### src/rtl/acc_pkg.sv
// Package for the analog comparator control block: offsets, fields, types
package acc_pkg;

  // Register byte offsets
  localparam logic [7:0] OFS_CTRL0 = 8'h00;
  localparam logic [7:0] OFS_CTRL1 = 8'h04;
  localparam logic [7:0] OFS_STAT = 8'h08;
  localparam logic [7:0] OFS_IRQ_EN = 8'h0C;
  localparam logic [7:0] OFS_IRQ_CLR = 8'h10;
  localparam logic [7:0] OFS_RAW_STAT = 8'h14;

  // Channel control field positions
  localparam int CTL_ENABLE = 0;
  localparam int CTL_PIN_OE = 1;
  localparam int CTL_INVERT = 2;
  localparam int CTL_REF_SEL = 3;
  localparam int CTL_EVT_LO = 4;
  localparam int CTL_EVT_HI = 5;
  localparam int CTL_IN_LO = 6;
  localparam int CTL_IN_HI = 7;
  localparam int CTL_WIDTH = 8;

  // Status field positions: output levels in low byte, events in second byte
  localparam int STAT_EVT_BASE = 8;

  // Reset values
  localparam logic [7:0] CTRL_RESET = 8'h00;
  localparam logic [31:0] WORD_ZERO = 32'h0000_0000;

  // AHB-Lite encodings
  localparam logic [1:0] HTRANS_NONSEQ = 2'h2;
  localparam logic [1:0] HTRANS_SEQ = 2'h3;

  // Reference source choice
  typedef enum logic {
    ACC_REF_HALF_BANDGAP = 1'b0,
    ACC_REF_GENERATOR = 1'b1
  } acc_ref_e;

  // Event polarity choice
  typedef enum logic [1:0] {
    ACC_EVT_OFF = 2'h0,
    ACC_EVT_RISE = 2'h1,
    ACC_EVT_FALL = 2'h2,
    ACC_EVT_BOTH = 2'h3
  } acc_evt_e;

  // One channel's control register
  typedef struct packed {
    logic [1:0] in_sel;
    acc_evt_e evt_mode;
    acc_ref_e ref_sel;
    logic invert;
    logic pin_oe;
    logic enable;
  } acc_ctrl_s;

  // Analog-side controls for one channel
  typedef struct packed {
    logic enable;
    logic [1:0] in_sel;
    acc_ref_e ref_sel;
  } acc_ana_s;

endpackage : acc_pkg

### src/rtl/acc_sync.sv
// Three-stage input synchroniser with agreement filter, one per bit
`timescale 1ns/1ns
`default_nettype none
module acc_sync #(
  parameter int WIDTH = 2
) (
  // Clock and reset
  input wire logic clk,
  input wire logic rst,
  // Asynchronous in, filtered out
  input wire logic [WIDTH-1:0] async_in,
  output logic [WIDTH-1:0] sync_out
);

  logic [WIDTH-1:0] s1_q, s1_d;
  logic [WIDTH-1:0] s2_q, s2_d;
  logic [WIDTH-1:0] s3_q, s3_d;
  logic [WIDTH-1:0] out_q, out_d;

  ////////////////////////////////////////////////////////////////////////////
  // Stage 1 only feeds stage 2; change accepted when stages 2 and 3 agree
  genvar g;
  generate
    for (g = 0; g < WIDTH; g++)
    begin : g_bit
      always_comb
      begin
        s1_d[g] = async_in[g];
        s2_d[g] = s1_q[g];
        s3_d[g] = s2_q[g];
        out_d[g] = (s2_q[g] == s3_q[g]) ? s3_q[g] : out_q[g];
      end
    end
  endgenerate

  // Registers
  always_ff @(posedge clk)
  begin
    if (rst)
    begin
      s1_q <= '0;
      s2_q <= '0;
      s3_q <= '0;
      out_q <= '0;
    end
    else
    begin
      s1_q <= s1_d;
      s2_q <= s2_d;
      s3_q <= s3_d;
      out_q <= out_d;
    end
  end

  assign sync_out = out_q;

endmodule : acc_sync
`default_nettype wire

### src/rtl/acc_top.sv
// Analog comparator control: channel registers, status, pin gating, AHB-Lite
//
// The address map and the AHB-Lite interface to the registers are this design's own decisions.
`timescale 1ns/1ns
`default_nettype none
// Function
// - One or two comparator channels, each controlled on its own.
// - Each channel routes one of up to four analog input pins.
// - Reference is half band-gap or the reference voltage generator.
// - Pin enable set, with the channel enabled, drives raw unsynchronised result, inverted on request, onto the result pin.
// - Each channel has its own control register enabling and configuring it.
// - One shared status register holds every channel's output and event.
module acc_top #(
  parameter int NUM_CH = 2
) (
  // Clock and reset
  input wire logic clk,
  input wire logic rst,
  // AHB-Lite slave
  input wire logic hsel,
  input wire logic [31:0] haddr,
  input wire logic [1:0] htrans,
  input wire logic hwrite,
  input wire logic [2:0] hsize,
  input wire logic [31:0] hwdata,
  input wire logic hready,
  output logic [31:0] hrdata,
  output logic hreadyout,
  output logic hresp,
  // Analog comparator cores
  input wire logic [NUM_CH-1:0] cmp_raw,
  output acc_pkg::acc_ana_s [NUM_CH-1:0] cmp_ana,
  // Result pins and enables (enable low while driving)
  output logic [NUM_CH-1:0] cmp_result_pin,
  output logic [NUM_CH-1:0] cmp_result_pin_oe_n,
  // Interrupt
  output logic irq
);

  ////////////////////////////////////////////////////////////////////////////
  // Registered state
  acc_pkg::acc_ctrl_s [NUM_CH-1:0] ctrl_q, ctrl_d;
  logic [NUM_CH-1:0] evt_q, evt_d;
  logic [NUM_CH-1:0] irq_en_q, irq_en_d;
  logic [NUM_CH-1:0] lvl_prev_q, lvl_prev_d;
  logic [NUM_CH-1:0] pin_q, pin_d;
  logic [NUM_CH-1:0] oe_n_q, oe_n_d;
  logic irq_q, irq_d;
  logic wr_pend_q, wr_pend_d;
  logic [7:0] wr_addr_q, wr_addr_d;
  logic [31:0] rdata_q, rdata_d;
  // Combinational helpers
  logic [NUM_CH-1:0] cmp_sync;
  logic [NUM_CH-1:0] level;
  logic [NUM_CH-1:0] evt_hit;
  logic [NUM_CH-1:0] clr_mask;
  logic [NUM_CH-1:0] raw_stat;
  logic req;
  logic [7:0] addr;

  ////////////////////////////////////////////////////////////////////////////
  // Level for status goes through the synchroniser, not the raw path
  // Its reset value matches the resting level of a disabled core
  acc_sync #(
    .WIDTH(NUM_CH)
  ) u_sync (
    .clk(clk),
    .rst(rst),
    .async_in(cmp_raw),
    .sync_out(cmp_sync)
  );

  ////////////////////////////////////////////////////////////////////////////
  // Per-channel level, event detection and pin gating
  genvar g;
  generate
    for (g = 0; g < NUM_CH; g++)
    begin : g_ch
      // Synchronised level with optional inversion
      assign level[g] = ctrl_q[g].enable & (cmp_sync[g] ^ ctrl_q[g].invert);
      // Edge event by chosen polarity
      // Previous level resets low like the level, so no edge follows reset
      always_comb
      begin
        unique case (ctrl_q[g].evt_mode)
          acc_pkg::ACC_EVT_OFF: evt_hit[g] = 1'b0;
          acc_pkg::ACC_EVT_RISE: evt_hit[g] = level[g] & ~lvl_prev_q[g];
          acc_pkg::ACC_EVT_FALL: evt_hit[g] = ~level[g] & lvl_prev_q[g];
          acc_pkg::ACC_EVT_BOTH: evt_hit[g] = level[g] ^ lvl_prev_q[g];
        endcase
      end
      // Analog controls from the channel's own register
      // Controls change only through a bus write
      always_comb
      begin
        cmp_ana[g].enable = ctrl_q[g].enable;
        cmp_ana[g].in_sel = ctrl_q[g].in_sel;
        cmp_ana[g].ref_sel = ctrl_q[g].ref_sel;
      end
      // Pin path skips the synchroniser on purpose
      // Software only ever sees the filtered level
      // Raw result onto the pin; one flop keeps the output registered
      always_comb
      begin
        pin_d[g] = cmp_raw[g] ^ ctrl_q[g].invert;
        oe_n_d[g] = ~(ctrl_q[g].pin_oe & ctrl_q[g].enable);
      end
      assign raw_stat[g] = evt_q[g] & irq_en_q[g];
    end
  endgenerate

  ////////////////////////////////////////////////////////////////////////////
  // Bus decode: zero wait states, writes land in the data phase
  // Only whole words are decoded; hsize is ignored
  // Upper address bits are not checked, so the map repeats every 256 bytes
  always_comb
  begin
    req = hsel & hready & (htrans == acc_pkg::HTRANS_NONSEQ || htrans == acc_pkg::HTRANS_SEQ);
    addr = haddr[7:0];
  end

  ////////////////////////////////////////////////////////////////////////////
  // Register file next state
  // Enable and clear words use the same bit field as the status events
  always_comb
  begin
    ctrl_d = ctrl_q;
    irq_en_d = irq_en_q;
    clr_mask = '0;
    wr_pend_d = req & hwrite;
    wr_addr_d = req ? addr : wr_addr_q;
    lvl_prev_d = level;
    if (wr_pend_q)
    begin
      unique case (wr_addr_q)
        acc_pkg::OFS_CTRL0: ctrl_d[0] = hwdata[acc_pkg::CTL_WIDTH-1:0];
        acc_pkg::OFS_CTRL1:
        begin
          if (NUM_CH > 1)
            ctrl_d[NUM_CH-1] = hwdata[acc_pkg::CTL_WIDTH-1:0];
        end
        acc_pkg::OFS_IRQ_EN: irq_en_d = hwdata[acc_pkg::STAT_EVT_BASE +: NUM_CH];
        acc_pkg::OFS_IRQ_CLR: clr_mask = hwdata[acc_pkg::STAT_EVT_BASE +: NUM_CH];
        default: ;
      endcase
    end
    // Sticky events: a new event wins over a clear in the same cycle
    // Interrupt taken from next values so it lines up with the status
    evt_d = (evt_q & ~clr_mask) | evt_hit;
    irq_d = |((evt_d) & irq_en_d);
  end

  ////////////////////////////////////////////////////////////////////////////
  // Read data, registered for the data phase
  // Unmapped and write-only offsets read as zero
  always_comb
  begin
    rdata_d = acc_pkg::WORD_ZERO;
    if (req & ~hwrite)
    begin
      unique case (addr)
        acc_pkg::OFS_CTRL0: rdata_d[acc_pkg::CTL_WIDTH-1:0] = ctrl_q[0];
        acc_pkg::OFS_CTRL1:
        begin
          if (NUM_CH > 1)
            rdata_d[acc_pkg::CTL_WIDTH-1:0] = ctrl_q[NUM_CH-1];
        end
        acc_pkg::OFS_STAT:
        begin
          rdata_d[NUM_CH-1:0] = level;
          rdata_d[acc_pkg::STAT_EVT_BASE +: NUM_CH] = evt_q;
        end
        acc_pkg::OFS_IRQ_EN: rdata_d[acc_pkg::STAT_EVT_BASE +: NUM_CH] = irq_en_q;
        acc_pkg::OFS_RAW_STAT: rdata_d[acc_pkg::STAT_EVT_BASE +: NUM_CH] = raw_stat;
        default: ;
      endcase
    end
  end

  ////////////////////////////////////////////////////////////////////////////
  // Registers
  // Reset leaves every pin undriven and every event cleared
  always_ff @(posedge clk)
  begin
    if (rst)
    begin
      ctrl_q <= '0;
      evt_q <= '0;
      irq_en_q <= '0;
      lvl_prev_q <= '0;
      pin_q <= '0;
      oe_n_q <= '1;
      irq_q <= 1'b0;
      wr_pend_q <= 1'b0;
      wr_addr_q <= 8'h00;
      rdata_q <= acc_pkg::WORD_ZERO;
    end
    else
    begin
      ctrl_q <= ctrl_d;
      evt_q <= evt_d;
      irq_en_q <= irq_en_d;
      lvl_prev_q <= lvl_prev_d;
      pin_q <= pin_d;
      oe_n_q <= oe_n_d;
      irq_q <= irq_d;
      wr_pend_q <= wr_pend_d;
      wr_addr_q <= wr_addr_d;
      rdata_q <= rdata_d;
    end
  end

  ////////////////////////////////////////////////////////////////////////////
  // Outputs straight from flops; always ready, always OKAY
  // No wait state is ever needed, so a master never stalls here
  assign hrdata = rdata_q;
  assign hreadyout = 1'b1;
  assign hresp = 1'b0;
  assign cmp_result_pin = pin_q;
  assign cmp_result_pin_oe_n = oe_n_q;
  assign irq = irq_q;

endmodule : acc_top
`default_nettype wire

### config.mk
export PLATFORM = sky130hd
export DESIGN_NAME = acc_top
export DESIGN_NICKNAME = d
export VERILOG_FILES = /design/src/rtl/acc_pkg.sv /design/src/rtl/acc_sync.sv /design/src/rtl/acc_top.sv
export SDC_FILE = /design/constraint.sdc
export NUM_CORES = 1
export LEC_CHECK = 0
export ABC_CLOCK_PERIOD_IN_PS = 4400
export BUFFER_PORTS_ARGS = -buffer_cell sky130_fd_sc_hd__buf_2
export CAP_MARGIN = 20
export CELL_PAD_IN_SITES_DETAIL_PLACEMENT = 1
export CELL_PAD_IN_SITES_GLOBAL_PLACEMENT = 2
export CORE_ASPECT_RATIO = 2
export CORE_MARGIN = 5
export CORE_UTILIZATION = 27
export DETAILED_ROUTE_END_ITERATION = 7
export HOLD_SLACK_MARGIN = 0.15
export PLACE_DENSITY = 0.88
export SKIP_CTS_REPAIR_TIMING = 1
export SYNTH_ARGS = -nofsm -noshare
export SYNTH_HDL_FRONTEND = slang
export SYNTH_SLANG_ARGS = --single-unit
### constraint.sdc
create_clock -name clk -period 4.4 [get_ports clk]
set_input_delay 0 -clock clk [delete_from_list [all_inputs] [get_ports clk]]
set_output_delay 0 -clock clk [all_outputs]
set_load 0.05 [all_outputs]
# Word level (Yosys, flattened, before mapping)
# Index checks and enable logic that the tools add are counted.
dict set report totals {
  regBits 76
  in_bits 76
  output_inout_bits 47
  elab_cells 94
}
dict set report op_classes {
  eq_ne 17
  muxes 9
  bitwise_logic 32
  n_reduce_logical 9
}
# operator n
set op_table {}
lappend op_table {{8-bit by 4-bit == test with 1-bit output, second input constant} 3}
lappend op_table {{8-bit by 3-bit == test with 1-bit output, second input constant} 2}
lappend op_table {{8-bit by 5-bit == test with 1-bit output, second input constant} 2}
lappend op_table {{8-bit logical NOT} 2}
lappend op_table {{1-bit AND} 14}
lappend op_table {{2-bit == test, second input constant} 6}
lappend op_table {{2-bit one-hot mux with 3 select lines} 2}
lappend op_table {{6-bit one-hot mux with 2 select lines} 1}
lappend op_table {{2-bit 2-to-1 mux} 4}
lappend op_table {{1-bit NOT} 8}
lappend op_table {{1-bit one-hot mux with 4 select lines} 2}
lappend op_table {{1-bit bitwise XOR} 6}
lappend op_table {{2-bit AND} 2}
lappend op_table {{2-bit by 1-bit == test with 1-bit output, second input constant} 2}
lappend op_table {{2-bit logical NOT} 2}
lappend op_table {{2-bit AND reduction} 2}
lappend op_table {{2-bit OR reduction} 2}
lappend op_table {{1-bit == test} 2}
lappend op_table {{2-bit NOT} 1}
lappend op_table {{2-bit OR} 1}
lappend op_table {{1-bit logical OR} 1}

# Logic depth before layout (Yosys ltp)
# Gate-level depths: netlist of the first run.
dict set report logic_depth {
  depth_word 8
  depth_mapped 9
  mapped_depth_nobuf 8
}

# Cells and area by module
# Synthesis of the first run repeated with hierarchy kept, for this count alone.
dict set report hier_totals {
  cells_unflattened 259
  area_unflattened_um2 2393.5
}
# module instances cells_per_inst area_per_inst_um2 seq_area_each_um2
set by_module_without_submodules {}
lappend by_module_without_submodules {acc_top 1 239 2165.8 920.9}
lappend by_module_without_submodules {acc_sync 1 20 227.7 160.2}

# Worst setup path before layout of the first run
# Ideal clock, no wire load.
dict set report synth_path {
  kind {reg2reg}
  from {register ctrl_q[2] in the netlist's numbering}
  to {register irq_q (netlist: irq)}
  setup_time_ns 0.138
  t_arrival_ns 1.426
  t_required_ns 4.262
  slack_ns 2.836
  stages_incl_launch_ff 9
  n_path_buf 1
  synth_period_minus_slack_ns 1.564
  cell_sequence {dfxtp_1 -> clkbuf_1 -> xor2_1 -> nand2_1 -> inv_1 -> ha_1 -> mux2i_1 -> a221oi_1 -> o32ai_1}
}
dict set report synth_between {
  elab_chain_cells 8
  word_cells_on_any_way 10
  classes_between {mux: 1; bitwise: 8; reduce/logical: 1}
}
# element line_no
set synth_lines {}
lappend synth_lines {{start: declaration} acc_top.sv:42} ;# acc_pkg::acc_ctrl_s [NUM_CH-1:0] ctrl_q, ctrl_d;
lappend synth_lines {{start signal: assignment} acc_top.sv:200} ;# ctrl_q <= ctrl_d;
lappend synth_lines {{1-bit bitwise XOR (*)} acc_top.sv:80} ;# assign level[g] = ctrl_q[g].enable & (cmp_sync[g] ^ ctrl_q[g].invert);
lappend synth_lines {{1-bit AND (*)} acc_top.sv:80}
lappend synth_lines {{via level[0]} acc_top.sv:54} ;# logic [NUM_CH-1:0] level;
lappend synth_lines {{1-bit NOT} acc_top.sv:88} ;# acc_pkg::ACC_EVT_FALL: evt_hit[g] = ~level[g] & lvl_prev_q[g];
lappend synth_lines {{1-bit AND} acc_top.sv:88}
lappend synth_lines {{1-bit one-hot mux with 4 select lines (*)} acc_top.sv:85} ;# unique case (ctrl_q[g].evt_mode)
lappend synth_lines {{2-bit OR (*)} acc_top.sv:149} ;# evt_d = (evt_q & ~clr_mask) | evt_hit;
lappend synth_lines {{2-bit AND (*)} acc_top.sv:150} ;# irq_d = |((evt_d) & irq_en_d);
lappend synth_lines {{2-bit OR reduction (*)} acc_top.sv:150}
lappend synth_lines {{end signal: assignment} acc_top.sv:206} ;# irq_q <= irq_d;
lappend synth_lines {{end: declaration} acc_top.sv:48} ;# logic irq_q, irq_d;
# Mark *: on every way through the listed nets, which the timed path passes. The rest lies on a longest branch.
# A chain may end at the register's enable or synchronous reset.

# Final worst setup path of the first run
dict set report layout_path {
  from {register wr_addr_q[5]}
  to {register ctrl_q, in the netlist cmp_ana[7]}
}
dict set report layout_between {
  elab_chain_cells 2
}
# element line_no
set layout_lines {}
lappend layout_lines {{start: declaration} acc_top.sv:50} ;# logic [7:0] wr_addr_q, wr_addr_d;
lappend layout_lines {{start signal: assignment} acc_top.sv:208} ;# wr_addr_q <= wr_addr_d;
lappend layout_lines {{8-bit by 3-bit == test with 1-bit output} acc_top.sv:135} ;# unique case (wr_addr_q)
lappend layout_lines {{2-bit AND reduction (no line)} n/a}
# No other way between the ends.

==> key figures, run 1 <==
Yosys
  • Multiplexer area fraction after synthesis: 8.25%
  • Synthesized-area fraction occupied by adder cells: 2.06%
  • Ys Warns: 0
  • Top cells by area, synth: dfxtp_1, buf_4, mux2i_1
  • Post-synth top area cell: dfxtp_1
  • Syn_area_per_cell: 9.34 um2
  • Top-count cell post-synth: dfxtp_1
  • Synth Instances: 260
  • Synth cell types: 41
  • Xor/xnor share of the synthesized area: 1.80%
  • Top post-synthesis cells by count: dfxtp_1, buf_4, nor2_1
  • Largest family of logic cells by synthesized area: simple AND/OR/NAND/NOR gates
  • Synth Cell Area: 2430 um2
  • Asr flop ratio synth: 0%
  • Post-synthesis compound-gate area fraction: 8.09%
  • Post-synth top area share: 44.5%
  • Simple-gate share of the synthesized area: 21.2%
  • Sequential share of the synthesized area: 44.5%
  • Synth Register Bits: 54
  • Commonest register cell after synthesis: dfxtp_1
  • Post-synth EDFFs: 0

Floorplan
  • Rows: 49
  • Core area: 8890 um2
  • Initial core utilization: 27.3%
  • Full die area: 11100 um2
  • Ports: 123
  • Die W: 77.0 um
  • Die Span Y: 144 um

Critical path
  • Max FO, Critical Path: 8
  • Crit Path Class: reg2reg
  • Worst path required time: 4.55 ns
  • Critical Path End Type: register
  • Kind of start point of the critical path: register
  • Crit path DAT: 2.30 ns

Placed design
  • Final weighted congestion in routability-driven placement: 0.720
  • DP Wirelength: 4630 um
  • Number of port buffers: 48
  • DP Area: 2580 um2

GRT
  • Routing usage on met3: 2.81%
  • Gr usage total: 10.9%
  • First-pass GRT wire length: 9490 um
  • Routing usage on met2: 21.6%
  • Largest net degree at the start of global routing: 47
  • Number of global-route vias before repair: 2041
  • Met1 Use GR: 9.67%
  • Initial antenna violation count: 0
  • Most used routing layer in global routing: met2
  • Gr ovfl total: 0

CTS
  • Number of buffers created by CTS: 5
  • Clock sink count: 54
  • Reg clk slew, reported paths: 0.07 ns
  • Clock tree buffer depth: 2
  • Clock Tree Root: clkbuf_16
  • H-tree depth: 2
  • CTS tree: built
  • Worst-skew pair later-pin latency: 0.30 ns

Timing
  • Worst Tran Pin Value: 0.796 ns
  • RSZ-0062 raised after global routing: no
  • Max_slew headroom: 46.9%
  • Final clock skew: 0.00710 ns
  • Fin Setup TNS: 0 ns
  • Tmin final: 2.15 ns
  • Final Cycle Share: 48.9%
  • Max Freq: 465 MHz
  • Final Slew Violations: 0
  • Finish-stage setup viols: 0
  • Final Hold Vio Count: 0

Detailed routing
  • DR iter-0 viols: 46
  • Pre-Repair DR Iteration Count: 4
  • Routed wire length: 6060 um
  • Via/cell ratio: 4.60
  • DRC: 0
  • Via Count: 1927
  • Routed Antenna Nets: 0
  • Drt wl/cell: 14.5 um

Power
  • VDD IR max: 0.186 mV
  • Leakage: 1.26 nW
  • Pwr dens: 348 nW/um2

Run
  • Max_cap viols: 0

Layout
  • Nets: 396
  • Register area: 1080 um2
  • Area occupied by multi-input gates: 1090 um2
  • Area grow syn2layout: 22.2%
  • Layout fillers: 1047
  • Ant. Diodes: 0
  • Final instance area: 2970 um2
  • Share of cells above drive strength 1: 20.5%

Run status
  • Outcome: finished clean

Min path
  • Hold/Removal Path Class: in2reg
## path summary, 6_finish.rpt
kind	from	end	slack, ns	cells past startpoint
hold / removal	hwdata[9]	irq_en_q[1]$_SDFF_PP0_	0.11	4
hold reg to reg	ctrl_q[1]$_SDFFE_PP0P_	cmp_result_pin_oe_n[0]$_SDFF_PP1_	0.44	1
setup reg to reg	wr_addr_q[5]$_SDFFE_PP0P_	cmp_ana[7]$_SDFFE_PP0P_	2.25	4
setup / recovery	wr_addr_q[5]$_SDFFE_PP0P_	cmp_ana[7]$_SDFFE_PP0P_	2.25	4
## kinds of logic after synthesis
group | after synthesis
AOI/OAI and AO/OA | 31
buffers and inverters | 53
xor gates and xnor gates | 5
other | 2
adders and majority gates | 4
DFF | 54
and+or+nand+nor | 91
muxes | 20
## routing by layer
layer | vias up | share of wire, %
met4 | 0 | 3.7
li1 | 927 | -
met5 | - | 0
met1 | 923 | 34
met2 | 62 | 57
met3 | 15 | 5.0
## layout make-up
cell class | instances | area share [%]
Multi-Input combinational cell | 175 | 36.9
Sequential cell | 54 | 36.4
Timing Repair Buffer | 71 | 15.9
Clock buffer | 6 | 4.68
Tap cell | 102 | 4.30
Inverter | 9 | 1.14
Clock inverter | 2 | 0.675
## sequential cells by signal (all words and copies together) (netlist names)
| register | cells |
|---|---|
| hrdata | 10 |
| irq_en_q | 2 |
| u_sync.sync_out | 2 |
| irq | 1 |
| cmp_result_pin_oe_n | 2 |
| evt_q | 2 |
| u_sync.s2_q | 2 |
| wr_addr_q | 8 |
| wr_pend_q | 1 |
| cmp_result_pin | 2 |
| u_sync.s3_q | 2 |
| lvl_prev_q | 2 |
| ctrl_q | 8 |
| u_sync.s1_q | 2 |
| cmp_ana | 8 |
## per-stage QoR
| step | setup slack, ns | power [mW] | instances | hold slack [ns] | utilization (%) |
|---|---|---|---|---|---|
| 6_report | 2.25 | 1.03 | 419 | 0.107 | 33.4 |
| 5_1_grt | 2.07 | 1.08 | 419 | 0.160 | 33.4 |
| 4_1_cts | 2.26 | 1.03 | 396 | -0.0503 | 30.8 |
| 3_5_place_dp | 2.26 | 0.608 | 388 | 0.258 | 29.0 |
| 3_3_place_gp | 2.32 | 0.605 | 388 | 0.243 | 29.0 |
| 2_1_floorplan | 2.84 | 0.601 | 282 | 0.0785 | - |
## critical path: stages (launching register included)
cell	delay, ns
dfxtp_1	0.32
nor4b_1	0.53
nand4b_1	0.74
mux2i_1	0.36
nor2_1	0.07
## cells in the final DEF (no fill, tap or decap), types with 3 or more instances in the layout
master | netlist | final
dfxtp_1 | 54 | 54
clkbuf_16 | 0 | 5
nor2_1 | 28 | 28
nand3b_1 | 7 | 7
nand4b_1 | 3 | 3
nand2_1 | 25 | 25
a22oi_1 | 6 | 6
conb_1 | 2 | 24
a21oi_1 | 13 | 13
nor2b_1 | 8 | 8
nand2b_1 | 3 | 3
buf_2 | 3 | 48
ha_1 | 4 | 4
xnor2_1 | 3 | 3
dlygate4sd3_1 | 0 | 23
nor3b_1 | 3 | 3
inv_1 | 9 | 9
mux2i_1 | 20 | 20
## report_power, final
part	internal [mW]	total, mW	switching, mW	leakage, nW
combinational	0.0321	0.112	0.0804	0.745
sequential	0.495	0.499	0.00387	0.437
clock	0.233	0.422	0.189	0.0794
No activity file was read; power rests on OpenSTA's default activity.
==> inputs of run 2 (changes only) <==
- ABC_CLOCK_PERIOD_IN_PS: 4400 -> 2100
- CORE_UTILIZATION: 27 -> 25
- PLACE_DENSITY: 0.88 -> 0.83
- clock period: 4.4 -> 2.1 ns (I/O delays scaled with it)
==> run 2 against run 1 <==
  * Cell count grew 8.6%
  * Sequential share of layout area shrank 1.1 points
  * Clock skew shrank 0.0023 ns
  * Non-clock buffer count grew 7
  * Sequential cell count is the same
  * Critical path depth grew 3
  * Combinational power grew 110%
  * Core utilization shrank 1.6 points
  * Maximum frequency grew 14%
  * Critical endpoint is now irq$_SDFF_PP0_
  * Largest cell class unchanged
  * Highest routed layer unchanged
==> key figures, run 2 (synthesis gave the netlist of run 1 again) <==
CTS
  • CTS tree: built
  • Clock Tree Root: clkbuf_16
  • Reg clk slew, reported paths: 0.07 ns (about the same)
  • Clock tree buffer depth: 2 (unchanged)
  • H-tree depth: 2 (unchanged)
  • Number of buffers created by CTS: 5 (unchanged)
  • Clock sink count: 54 (unchanged)
  • Worst-skew pair later-pin latency: 0.29 ns (about the same)

GRT
  • First-pass GRT wire length: 10100 um (+6.3%)
  • Largest net degree at the start of global routing: 46 (-2.1%)
  • Initial antenna violation count: 0 (unchanged)
  • Gr usage total: 11.1% (+0.21 points)
  • Number of global-route vias before repair: 2075 (+1.7%)
  • Gr ovfl total: 0 (unchanged)

Detailed routing
  • Uppermost layer routed: met4
  • Via/cell ratio: 4.25 (-7.6%)
  • Wl on met1: 2160 um (+5.1%)
  • Routed wire length: 6400 um (+5.6%)
  • Via Count: 1933 (+0.31%)
  • Metal2 WL: 3780 um (+9.0%)
  • Routed Antenna Nets: 0 (unchanged)
  • DR iter-0 viols: 65 (+41%)
  • DRC: 0 (unchanged)
  • Met3 wire length: 261 um (-13%)
  • Drt wl/cell: 14.1 um (-2.7%)
  • Pre-Repair DR Iteration Count: 4 (unchanged)

Timing
  • Finish-stage setup viols: 0 (unchanged)
  • Worst Tran Pin Value: 0.528 ns (-0.267 ns)
  • Final Hold Vio Count: 0 (unchanged)
  • Max_slew headroom: 64.5% (+18 points)
  • Fin Setup TNS: 0 ns (unchanged)
  • Final clock skew: 0.00480 ns (-0.00230 ns)
  • RSZ-0062 raised after global routing: no
  • Final Cycle Share: 89.6% (+41 points)
  • Max Freq: 532 MHz (+14%)
  • Tmin final: 1.88 ns (-0.271 ns)
  • Final Slew Violations: 0 (unchanged)

Layout
  • Area grow syn2layout: 26.1%
  • Share of cells above drive strength 1: 22.6% (+2.1 points)
  • Nets: 403 (+1.8%)
  • Final instance area: 3060 um2 (+3.2%)
  • Commonest non-fill, non-tap cell in the layout: dfxtp_1
  • Most frequent cells in the layout: dfxtp_1, buf_2, nor2_1, nand2_1, conb_1
  • Ant. Diodes: 0 (unchanged)
  • Max reg flops: 10 (unchanged)

Critical path
  • R2R cell count: 7 (+3)
  • Reg2Reg Setup Slack: 0.22 ns (-2.03 ns)
  • Crit Path Class: reg2reg
  • Reg2reg start: ctrl_q[10]$_SDFFE_PP0P_
  • Crit path DAT: 2.03 ns (-0.27 ns)
  • Worst R2R End: irq$_SDFF_PP0_
  • Worst path required time: 2.25 ns (-2.30 ns)
  • Origin of the worst setup path: ctrl_q[10]$_SDFFE_PP0P_
  • Kind of start point of the critical path: register
  • Critical path endpoint: irq$_SDFF_PP0_
  • Max FO, Critical Path: 4 (-4)
  • Critical Path End Type: register

Power
  • Clk pwr share: 42.5% (+1.7 points)
  • Leakage: 1.30 nW (+2.9%)
  • Pwr dens: 729 nW/um2 (+110%)
  • Sw frac: 24.1% (-2.3 points)
  • Combinational power share: 10.7% (-0.2 points)
  • Share of total power in sequential cells: 46.8% (-1.5 points)
  • Internal power: 1.69 mW (+120%)
  • Switching power: 0.538 mW (+97%)
  • VDD IR max: 0.483 mV (+160%)

Floorplan
  • Die W: 79.7 um (+3.4%)
  • Initial core utilization: 25.2% (-2.1 points)
  • Core area: 9640 um2 (+8.4%)
  • Rows: 51 (+4.1%)
  • Die Span Y: 149 um (+3.7%)
  • Full die area: 11900 um2 (+7.2%)
  • Ports: 123 (unchanged)

Placed design
  • DP Wirelength: 5010 um (+8.1%)
  • Number of port buffers: 48 (unchanged)
  • Final weighted congestion in routability-driven placement: 0.752 (+4.5%)
  • DP Area: 2680 um2 (+4.1%)

Run status
  • Outcome: finished clean

Run
  • Max_cap viols: 0 (unchanged)

Min path
  • Hold/Removal Path Class: in2reg
==> run 2: per-stage QoR <==
step           total power [mW]  util, %  setup slack [ns]  cells  hold WS, ns
3_5_place_dp               1.28     27.8             0.210    427        0.248
6_report                   2.23     31.8             0.219    455        0.136
3_3_place_gp               1.27     27.8             0.216    427        0.238
4_1_cts                    2.23     29.6             0.190    434      -0.0589
5_1_grt                    2.31     31.8            0.0959    455        0.160
2_1_floorplan              1.26        -             0.536    282       0.0785
==> run 2: final cells by class <==
| cell class | instances | area [um2] |
|---|---|---|
| clock buffer | 6 | 139 |
| clock inverter | 1 | 30.0 |
| fill | 1152 | 6570 |
| inverter | 9 | 33.8 |
| multi-input combinational | 175 | 1090 |
| sequential | 54 | 1080 |
| tap | 132 | 165 |
| timing repair buffer | 78 | 518 |
==> run 2: worst min-delay path by stage <==
stage / from / end / depth (start not counted) / slack (ns)
6_report: hwdata[9] / irq_en_q[1]$_SDFF_PP0_ / 4 / 0.14
5_1_grt: hready / wr_addr_q[7]$_SDFFE_PP0P_ / 4 / 0.16
4_1_cts: cmp_raw[1] / u_sync.s1_q[1]$_SDFF_PP0_ / 2 / -0.06
3_5_place_dp: cmp_raw[1] / u_sync.s1_q[1]$_SDFF_PP0_ / 2 / 0.25
3_3_place_gp: cmp_raw[1] / u_sync.s1_q[1]$_SDFF_PP0_ / 2 / 0.24
2_1_floorplan: haddr[0] / hrdata[8]$_SDFF_PP0_ / 1 / 0.08
==> run 2: critical path: stages (launching register included) <==
cell	delay (ns)
dfxtp_1	0.41
xor2_1	0.32
nand2_1	0.13
inv_1	0.07
ha_1	0.11
mux2i_1	0.08
a221oi_1	0.44
o32ai_1	0.17
==> run 2: power by group through the flow <==
| stage | registers [mW] | clock network [mW] | logic [mW] |
|---|---|---|---|
| 2_1_floorplan | 1.07 | 0 | 0.186 |
| 3_3_place_gp | 1.07 | 0 | 0.206 |
| 3_5_place_dp | 1.07 | 0 | 0.209 |
| 4_1_cts | 1.05 | 0.973 | 0.210 |
| 5_1_grt | 1.05 | 1.01 | 0.256 |
| 6_report | 1.05 | 0.949 | 0.239 |
==> run 2: metal layers <==
layer	GRT usage, %	vias to the layer above
li1	-	940
met1	9.62	929
met2	22.4	53
met3	2.30	11
met4	5.85	0
met5	0	-
